==> src/design/pio_pkg.sv <==
// Constants and carrier types for the parallel I/O port block.
// Assumes a CPU core on ref_clk issuing file reads/writes and direction loads.
// Functional notes
// First port: low four bits, upper read zero
// Second port: full eight-bit I/O
// Third port I/O, or storage on smallest variant
// Fourth port I/O only on largest variant
// Fifth port high nibble, low reads zero
// Direction load takes working register value
// Direction one is input, zero drives latch
// Port reads return sampled pin levels
// Direction write-only, all ones on resets
// Board holds inputs stable until read
// Latches hold until port rewritten
// Direction selectable per individual pin
// Latches undefined at power-on, kept otherwise
// Port writes update latch even as input
package pio_pkg;
  // ==========================================
  // Register file offsets
  localparam logic [4:0] PIO_ADDR_A = 5'h05;
  localparam logic [4:0] PIO_ADDR_B = 5'h06;
  localparam logic [4:0] PIO_ADDR_C = 5'h07;
  localparam logic [4:0] PIO_ADDR_D = 5'h08;
  localparam logic [4:0] PIO_ADDR_E = 5'h09;
  localparam int PIO_NPORT = 5;
  // Implemented-bit masks per port
  localparam logic [7:0] PIO_MASK_A = 8'h0F;
  localparam logic [7:0] PIO_MASK_FULL = 8'hFF;
  localparam logic [7:0] PIO_MASK_E = 8'hF0;
  localparam logic [7:0] PIO_DIR_RST = 8'hFF;
  localparam logic [7:0] PIO_LATCH_POR = 8'h00;
  // Variants: 0 smallest, 1 middle, 3 largest
  typedef enum logic [1:0] {
    PIO_VAR_SMALL = 2'h0,
    PIO_VAR_MID = 2'h1,
    PIO_VAR_LARGE = 2'h3
  } pio_variant_t;
  typedef struct packed {
    logic rd;
    logic wr;
    logic [4:0] addr;
    logic [7:0] wdata;
    logic dir_ld;
    logic [2:0] dir_sel;
  } pio_req_t;
  typedef struct packed {
    logic [PIO_NPORT-1:0][7:0] latch;
    logic [PIO_NPORT-1:0][7:0] dir;
    logic [7:0] rdata;
    logic rvalid;
  } pio_state_t;
endpackage

==> src/design/pio_sync.sv <==
// Three-stage pin filter: value changes when stages two and three agree.
// Assumes asynchronous pin inputs; one instance per 8-bit group.
`timescale 1ns/100ps
module pio_sync (
  input wire logic ref_clk,
  input wire logic rst,
  input wire logic [7:0] raw,
  output logic [7:0] level
);
  import pio_pkg::*;
  // ==========================================
  // Filter state
  typedef struct packed {
    logic [7:0] s1;
    logic [7:0] s2;
    logic [7:0] s3;
    logic [7:0] lv;
  } pio_sync_st_t;
  pio_sync_st_t st_q, st_d;
  logic [7:0] agree;
  always_comb begin
    st_d.s1 = raw;
    st_d.s2 = st_q.s1;
    st_d.s3 = st_q.s2;
    // Per-bit update only where two and three agree
    agree = st_q.s2 ~^ st_q.s3;
    st_d.lv = (st_q.lv & ~agree) | (st_q.s2 & agree);
    if (rst) begin
      st_d.lv = PIO_LATCH_POR;
    end
  end
  always_ff @(posedge ref_clk) begin
    st_q <= st_d;
  end
  assign level = st_q.lv;
endmodule

==> src/design/pio_top.sv <==
// Parallel I/O ports: five port registers, write-only direction groups.
// Assumes the core presents one file access or direction load per cycle.
`timescale 1ns/100ps
module pio_top (
  input wire logic ref_clk,
  input wire logic rst,
  input wire logic por,
  input wire pio_pkg::pio_variant_t variant,
  input wire pio_pkg::pio_req_t req,
  input wire logic [7:0] wreg,
  output logic [7:0] rdata,
  output logic rvalid,
  output logic gpr_hit,
  input wire logic [39:0] pin_in,
  output logic [39:0] pin_out,
  output logic [39:0] pin_oe_n
);
  import pio_pkg::*;
  // ==========================================
  // State
  pio_state_t st_q, st_d;
  // Views of the state for the pin drive and the checks
  logic [PIO_NPORT-1:0][7:0] latch_q, dir_q, pin_lv;

  function automatic logic [7:0] port_mask(input int idx, input pio_variant_t v);
    logic [7:0] m;
    m = 8'h00;
    if (idx == 0) begin
      m = PIO_MASK_A;
    end else if (idx == 1) begin
      m = PIO_MASK_FULL;
    end else if (idx == 2) begin
      m = (v != PIO_VAR_SMALL) ? PIO_MASK_FULL : 8'h00;
    end else if (idx == 3) begin
      m = (v == PIO_VAR_LARGE) ? PIO_MASK_FULL : 8'h00;
    end else begin
      m = (v == PIO_VAR_LARGE) ? PIO_MASK_E : 8'h00;
    end
    return m;
  endfunction

  function automatic int addr_idx(input logic [4:0] a);
    int i;
    i = -1;
    if (a == PIO_ADDR_A) begin
      i = 0;
    end else if (a == PIO_ADDR_B) begin
      i = 1;
    end else if (a == PIO_ADDR_C) begin
      i = 2;
    end else if (a == PIO_ADDR_D) begin
      i = 3;
    end else if (a == PIO_ADDR_E) begin
      i = 4;
    end
    return i;
  endfunction

  // ==========================================
  // Pin synchronisers
  for (genvar g = 0; g < PIO_NPORT; g++) begin : g_sync
    pio_sync u_sync (
      .ref_clk(ref_clk),
      .rst(rst),
      .raw(pin_in[g*8 +: 8]),
      .level(pin_lv[g])
    );
  end

  // ==========================================
  // Next state
  always_comb begin
    int k;
    logic [7:0] m;
    k = addr_idx(req.addr);
    m = 8'h00;
    st_d = st_q;
    st_d.rvalid = 1'b0;
    gpr_hit = 1'b0;
    for (int i = 0; i < PIO_NPORT; i++) begin
      m = port_mask(i, variant);
      // latch holds otherwise
      // write lands regardless of direction
      if (req.wr && k == i) begin
        st_d.latch[i] = (m == 8'h00) ? req.wdata : (req.wdata & m);
      end
      // load from working register
      // one bit per pin
      if (req.dir_ld && int'(req.dir_sel) == i) begin
        st_d.dir[i] = wreg | ~m;
      end
    end
    if (req.rd) begin
      st_d.rvalid = 1'b1;
      st_d.rdata = 8'h00;
      if (k >= 0) begin
        m = port_mask(k, variant);
        // storage fallback
        if (m == 8'h00) begin
          gpr_hit = 1'b1;
          st_d.rdata = st_q.latch[k];
        end else begin
          // pins, masked to implemented bits
          // unused bits zero
          st_d.rdata = pin_lv[k] & m;
        end
      end
    end
    // directions forced to inputs
    if (rst) begin
      st_d.dir = {PIO_NPORT{PIO_DIR_RST}};
      st_d.rdata = 8'h00;
      st_d.rvalid = 1'b0;
      gpr_hit = 1'b0;
      // latches kept except on power-on
      // Writes seen during reset are not taken
      st_d.latch = por ? {PIO_NPORT{PIO_LATCH_POR}} : st_q.latch;
    end
  end

  always_ff @(posedge ref_clk) begin
    st_q <= st_d;
  end

  // ==========================================
  // Pin drive
  // one is input, zero drives latch
  always_comb begin
    for (int i = 0; i < PIO_NPORT; i++) begin
      pin_out[i*8 +: 8] = latch_q[i] & ~dir_q[i];
      pin_oe_n[i*8 +: 8] = dir_q[i];
    end
  end
  assign latch_q = st_q.latch;
  assign dir_q = st_q.dir;
  assign rdata = st_q.rdata;
  assign rvalid = st_q.rvalid;

  // ==========================================
  // Checks
  property p_dir_reset;
    @(posedge ref_clk) rst |=> (dir_q == {PIO_NPORT{PIO_DIR_RST}});
  endproperty
  a_dir_reset: assert property (p_dir_reset) else $error("dir not ones after reset");

  property p_dir_load;
    @(posedge ref_clk) disable iff (rst)
      (req.dir_ld && req.dir_sel == 3'h1) |=> (dir_q[1] == $past(wreg));
  endproperty
  a_dir_load: assert property (p_dir_load) else $error("dir load mismatch");

  property p_oe;
    @(posedge ref_clk) disable iff (rst)
      (req.dir_ld && req.dir_sel == 3'h2 && variant != PIO_VAR_SMALL)
        |=> pin_oe_n[23:16] == $past(wreg);
  endproperty
  a_oe: assert property (p_oe) else $error("enable not from dir");

  property p_drive;
    @(posedge ref_clk) disable iff (rst)
      (req.wr && req.addr == PIO_ADDR_B && !req.dir_ld)
        |=> pin_out[15:8] == ($past(req.wdata) & ~dir_q[1]);
  endproperty
  a_drive: assert property (p_drive) else $error("driven value wrong");

  property p_hold;
    @(posedge ref_clk) disable iff (rst)
      !(req.wr && req.addr == PIO_ADDR_B) |=> $stable(latch_q[1]);
  endproperty
  a_hold: assert property (p_hold) else $error("latch changed");

  property p_wr_input;
    @(posedge ref_clk) disable iff (rst)
      (req.wr && req.addr == PIO_ADDR_B) |=> latch_q[1] == $past(req.wdata);
  endproperty
  a_wr_input: assert property (p_wr_input) else $error("latch write lost");

  property p_a_upper;
    @(posedge ref_clk) disable iff (rst)
      (req.rd && req.addr == PIO_ADDR_A) |=> rdata[7:4] == 4'h0;
  endproperty
  a_a_upper: assert property (p_a_upper) else $error("port a upper nonzero");

  property p_e_lower;
    @(posedge ref_clk) disable iff (rst)
      (req.rd && req.addr == PIO_ADDR_E && variant == PIO_VAR_LARGE)
        |=> rdata[3:0] == 4'h0;
  endproperty
  a_e_lower: assert property (p_e_lower) else $error("port e lower nonzero");

  property p_read_pins;
    @(posedge ref_clk) disable iff (rst)
      (req.rd && req.addr == PIO_ADDR_B) |=> rdata == $past(pin_lv[1]);
  endproperty
  a_read_pins: assert property (p_read_pins) else $error("read not pins");

  property p_keep_master_clear_reset;
    @(posedge ref_clk) (rst && !por) |=> $stable(latch_q);
  endproperty
  a_keep_master_clear_reset: assert property (p_keep_master_clear_reset) else $error("latch lost on reset");

  property p_por_clear;
    @(posedge ref_clk)
      (rst && por) |=> latch_q == {PIO_NPORT{PIO_LATCH_POR}};
  endproperty
  a_por_clear: assert property (p_por_clear) else $error("latch not cleared");

  property p_rst_quiet;
    @(posedge ref_clk)
      rst |=> pin_out == 40'h0;
  endproperty
  a_rst_quiet: assert property (p_rst_quiet) else $error("pin driven after reset");

  // ==========================================
  // Checks on direction groups
  property p_dir_sel_ign;
    @(posedge ref_clk) disable iff (rst)
      (req.dir_ld && req.dir_sel > 3'h4) |=> $stable(dir_q);
  endproperty
  a_dir_sel_ign: assert property (p_dir_sel_ign) else $error("bad group loaded");

  property p_dir_hold;
    @(posedge ref_clk) disable iff (rst)
      !req.dir_ld |=> $stable(dir_q);
  endproperty
  a_dir_hold: assert property (p_dir_hold) else $error("dir changed unloaded");

  // Unimplemented pins must never drive, whatever the load value
  property p_a_oe;
    @(posedge ref_clk) disable iff (rst)
      pin_oe_n[7:4] == 4'hF;
  endproperty
  a_a_oe: assert property (p_a_oe) else $error("port a upper drives");

  property p_e_oe;
    @(posedge ref_clk) disable iff (rst)
      pin_oe_n[35:32] == 4'hF;
  endproperty
  a_e_oe: assert property (p_e_oe) else $error("port e lower drives");

  property p_small_c;
    @(posedge ref_clk) disable iff (rst)
      variant == PIO_VAR_SMALL |-> pin_oe_n[23:16] == 8'hFF;
  endproperty
  a_small_c: assert property (p_small_c) else $error("storage c drives");

  property p_small_de;
    @(posedge ref_clk) disable iff (rst)
      variant != PIO_VAR_LARGE |-> pin_oe_n[39:24] == 16'hFFFF;
  endproperty
  a_small_de: assert property (p_small_de) else $error("storage d e drives");

  // ==========================================
  // Checks on the read path
  property p_rvalid_rd;
    @(posedge ref_clk) disable iff (rst)
      req.rd |=> rvalid;
  endproperty
  a_rvalid_rd: assert property (p_rvalid_rd) else $error("rvalid missing");

  property p_rvalid_idle;
    @(posedge ref_clk) disable iff (rst)
      !req.rd |=> !rvalid;
  endproperty
  a_rvalid_idle: assert property (p_rvalid_idle) else $error("rvalid without read");

  property p_rdata_hold;
    @(posedge ref_clk) disable iff (rst)
      !req.rd |=> $stable(rdata);
  endproperty
  a_rdata_hold: assert property (p_rdata_hold) else $error("rdata moved");

  property p_c_pins;
    @(posedge ref_clk) disable iff (rst)
      (req.rd && req.addr == PIO_ADDR_C && variant != PIO_VAR_SMALL)
        |=> rdata == $past(pin_lv[2]);
  endproperty
  a_c_pins: assert property (p_c_pins) else $error("port c read not pins");

  property p_gpr_hit;
    @(posedge ref_clk) disable iff (rst)
      (req.rd && req.addr == PIO_ADDR_C && variant == PIO_VAR_SMALL) |-> gpr_hit;
  endproperty
  a_gpr_hit: assert property (p_gpr_hit) else $error("storage hit missing");

  property p_no_gpr_large;
    @(posedge ref_clk) disable iff (rst)
      variant == PIO_VAR_LARGE |-> !gpr_hit;
  endproperty
  a_no_gpr_large: assert property (p_no_gpr_large) else $error("storage hit on large");

  // Storage mode reads the whole byte, not the pins
  property p_gpr_c_read;
    @(posedge ref_clk) disable iff (rst)
      (req.rd && req.addr == PIO_ADDR_C && variant == PIO_VAR_SMALL)
        |=> rdata == $past(latch_q[2]);
  endproperty
  a_gpr_c_read: assert property (p_gpr_c_read) else $error("storage c read wrong");

  property p_gpr_d_read;
    @(posedge ref_clk) disable iff (rst)
      (req.rd && req.addr == PIO_ADDR_D && variant != PIO_VAR_LARGE)
        |=> rdata == $past(latch_q[3]);
  endproperty
  a_gpr_d_read: assert property (p_gpr_d_read) else $error("storage d read wrong");

  // ==========================================
  // Checks on the output latches
  property p_a_mask;
    @(posedge ref_clk) disable iff (rst)
      (req.wr && req.addr == PIO_ADDR_A) |=> latch_q[0][7:4] == 4'h0;
  endproperty
  a_a_mask: assert property (p_a_mask) else $error("port a upper latched");

  property p_e_mask;
    @(posedge ref_clk) disable iff (rst)
      (req.wr && req.addr == PIO_ADDR_E && variant == PIO_VAR_LARGE)
        |=> latch_q[4][3:0] == 4'h0;
  endproperty
  a_e_mask: assert property (p_e_mask) else $error("port e lower latched");

  property p_hold_all;
    @(posedge ref_clk) disable iff (rst)
      !req.wr |=> $stable(latch_q);
  endproperty
  a_hold_all: assert property (p_hold_all) else $error("latch changed unwritten");
endmodule

==> config.mk <==
export PLATFORM = sky130hd
export DESIGN_NAME = pio_top
export DESIGN_NICKNAME = d
export VERILOG_FILES = /design/src/design/pio_pkg.sv /design/src/design/pio_sync.sv /design/src/design/pio_top.sv
export SDC_FILE = /design/constraint.sdc
export NUM_CORES = 1
export LEC_CHECK = 0
export BUFFER_PORTS_ARGS = -buffer_cell sky130_fd_sc_hd__buf_2
export CORE_MARGIN = 8
export CORE_UTILIZATION = 39
export DETAILED_ROUTE_END_ITERATION = 10
export PLACE_DENSITY = 0.58
export SYNTH_ARGS = -nofsm -noshare
export SYNTH_HDL_FRONTEND = slang
export SYNTH_SLANG_ARGS = --single-unit
export TNS_END_PERCENT = 50
==> constraint.sdc <==
create_clock -name ref_clk -period 3.35 [get_ports ref_clk]
set_clock_uncertainty 0.2 [all_clocks]
set_input_delay 0 -clock ref_clk [delete_from_list [all_inputs] [get_ports ref_clk]]
set_output_delay 0 -clock ref_clk [all_outputs]
set_load 0.02 [all_outputs]
==> metrics <==
CP Data Required Time about 3.5 ns; period utilisation layout 0.833; Seq pwr share 0.495; register area share after synthesis 0.636; post-CTS setup repair buffer count 0; syn avg cell area 10.9 um^2; Post-Layout Inst Area 10300 um^2; Pleak 4.17 nW; top cell type's share of synthesized area 0.493; area growth from synthesis to layout 37.5%; total track usage 0.160; Synth area leaders dfxtp_1 (49%), edfxtp_1 (14%), nor2b_1 (5.4%), o21ai_0 (3.7%), a21oi_1 (3.3%); CTS HTree Levels 1; RR Startpoint latch_q[13]; ys async rst share 0; via count 5745; Synth Instances 690; grt ovf 0; DRT antenna net count 0; I/O Buffers 141; TritonCTS clock tree yes; largest net degree at the start of global routing 76; Setup TNS 0 ns; Pwr Density between 500 and 600 nW/um^2; DRC violations left 0; FMAX ~360 MHz; critical path class primary input to flop; proportion of layout cells with a drive suffix above 1 0.208; startpoint of the worst hold path req[13]; crit path launch type primary input; Slew Limit Fails 0; Clk network pwr share 0.430; Rows 50; switching portion of total power 0.218; Tot Pwr slightly below 6 mW; Final setup viols 0; wire length of the first global-routing pass about 31 mm; DP Area 8390 um^2; final hold violation count 0; Seq cells post-synth 221; RSZ-0062 raised after global routing false; overall die width 155 um; status finished, final reports clean; CTS clk-pin slew, worst paths around 0.06 ns; clk sink count 221; initial antenna violation count 3; Net Switching 1.28 mW; Yosys cell types 60; Core Footprint 18800 um^2; vias in the first global route 5953; Placer Congestion about 0.86; worst-path fanout max 9; internal power about 4.6 mW; max-cap violation count 0; Max transition margin 0.415; crit path DAT 2.97 ns; Initial Util 0.399; Via density ~4.7; nets ~1000; total number of yosys warnings 0; Comb pwr share 0.075; DR pass1 iterations 4; HP Class primary input to flop; crit end category flop; hpwl dp 14.0 mm; wirelength, routed 19.7 mm; Inserted Clock Buffers 22; EDFF count, synth 36; top_reg_cell synth dfxtp_1; Final Critical Period around 2.8 ns; post-synth top area cell dfxtp_1; FF/Latch Area 4780 um^2; Die Span Y 155 um; area of the multi-input gates 2510 um^2; die area 24000 um^2; drt wl/cell around 16 um; actual slew at the worst max-slew pin 0.877 ns; root buffer cell clkbuf_16; crit path from req[3]; DRT iter0 DRCs between 200 and 300; maximum vdd drop 0.320 mV; Longest Clk Path Bufs 3; Mapped Area 7520 um^2; fill cell count 1645; Ports 162; Worst-Skew Late Latency around 0.5 ns
==> through the flow <==
step	hold WS, ns	util	worst slack [ns]	instances
CTS	0.00366	0.549	0.646	1223
finish	0.0250	0.549	0.559	1224
global placement	-0.0973	0.446	1.13	1067
floorplan	-0.172	-	1.23	704
global route	0.0737	0.549	0.358	1224
detailed placement	-0.0964	0.446	1.08	1067
==> metal layers <==
layer,track usage,up-vias,wire length [um]
met5,0,-,16
met3,0.0465,43,1500
li1,-,2903,-
met1,0.194,2620,8720
met4,0.0532,4,473
met2,0.268,175,8940
==> synth_stat cells, types with 3 or more instances <==
cell type / n
a211o_1: 21
a21oi_1: 50
a22oi_1: 6
and2_1: 5
and3_1: 5
buf_1: 4
buf_2: 3
buf_4: 18
buf_6: 3
clkbuf_1: 17
dfxtp_1: 185
edfxtp_1: 36
inv_1: 4
mux2i_1: 7
nand2_1: 66
nand2b_1: 5
nand3_1: 10
nor2_1: 40
nor2b_1: 65
nor3_1: 13
nor4bb_1: 4
o211ai_1: 4
o21ai_0: 56
o21bai_1: 12
o22ai_1: 4
o31ai_1: 4
==> layout make-up <==
| cell class | instances | area share |
|---|---|---|
| flip-flops and latches | 221 | 0.463 |
| multi-input cells | 434 | 0.243 |
| repair buffers | 265 | 0.187 |
| clock buffers | 31 | 0.0655 |
| well taps | 260 | 0.0315 |
| clock inverters | 8 | 0.00908 |
| inverters | 4 | 0.00145 |
| diodes | 1 | 0.000242 |
==> cells in the final DEF, fill, tap and decap left out, types with 4 or more instances in the layout <==
cell,instances
dlygate4sd3_1,117
conb_1,16
and2_1,5
dfxtp_1,185
o21ai_0,56
o22ai_1,4
clkinv_2,4
nor4bb_1,4
mux2i_1,7
o211ai_1,4
nor2_1,40
buf_2,140
and3_1,5
a22oi_1,6
nand2_1,66
clkbuf_16,24
buf_4,8
edfxtp_1,36
nor3_1,13
a211o_1,21
a21oi_1,50
clkbuf_8,5
nand2b_1,5
o21bai_1,12
nor2b_1,65
o31ai_1,4
inv_1,4
nand3_1,10
==> critical path: stages <==
cell	delay, ns
dlygate4sd3_1	0.53
buf_2	0.11
nor2b_1	0.43
nand2_1	0.13
or2_2	0.37
nor3_1	0.20
dlygate4sd3_1	0.57
o21bai_1	0.06
dlygate4sd3_1	0.56
==> final timing paths <==
path | to | slack [ns] | depth (start not counted)
max | pin_oe_n[20] | 0.56 | 9
min | rdata[6] | 0.02 | 5
max reg2reg | rdata[5] | 1.75 | 4
min reg2reg | g_sync[1].u_sync.st_d[13] | 0.12 | 0
==> power groups by stage <==
stage	clock [mW]	combinational, mW	sequential (mW)
after floorplan	0	0.227	2.96
after global placement	0	0.335	2.98
after detailed placement	0	0.343	2.98
after CTS	2.61	0.444	2.92
after global routing	2.71	0.488	2.94
final	2.54	0.445	2.92
==> cell families after synthesis <==
family,Yosys count,share of synthesized area
XOR/XNOR,1,0.00117
buffers and inverters,49,0.0369
AO/OA/AOI/OAI,174,0.147
multiplexers,10,0.0143
adder cells (fa/ha/maj),2,0.00266
AND/OR/NAND/NOR,231,0.161
flip-flops,221,0.636
other,2,0.000999
==> what timing repair did <==
action	in CTS	in global routing
hold endpoints to repair	169	0
resized for setup	0	0
hold buffers	117	0
(Power assumes the default switching activity.)
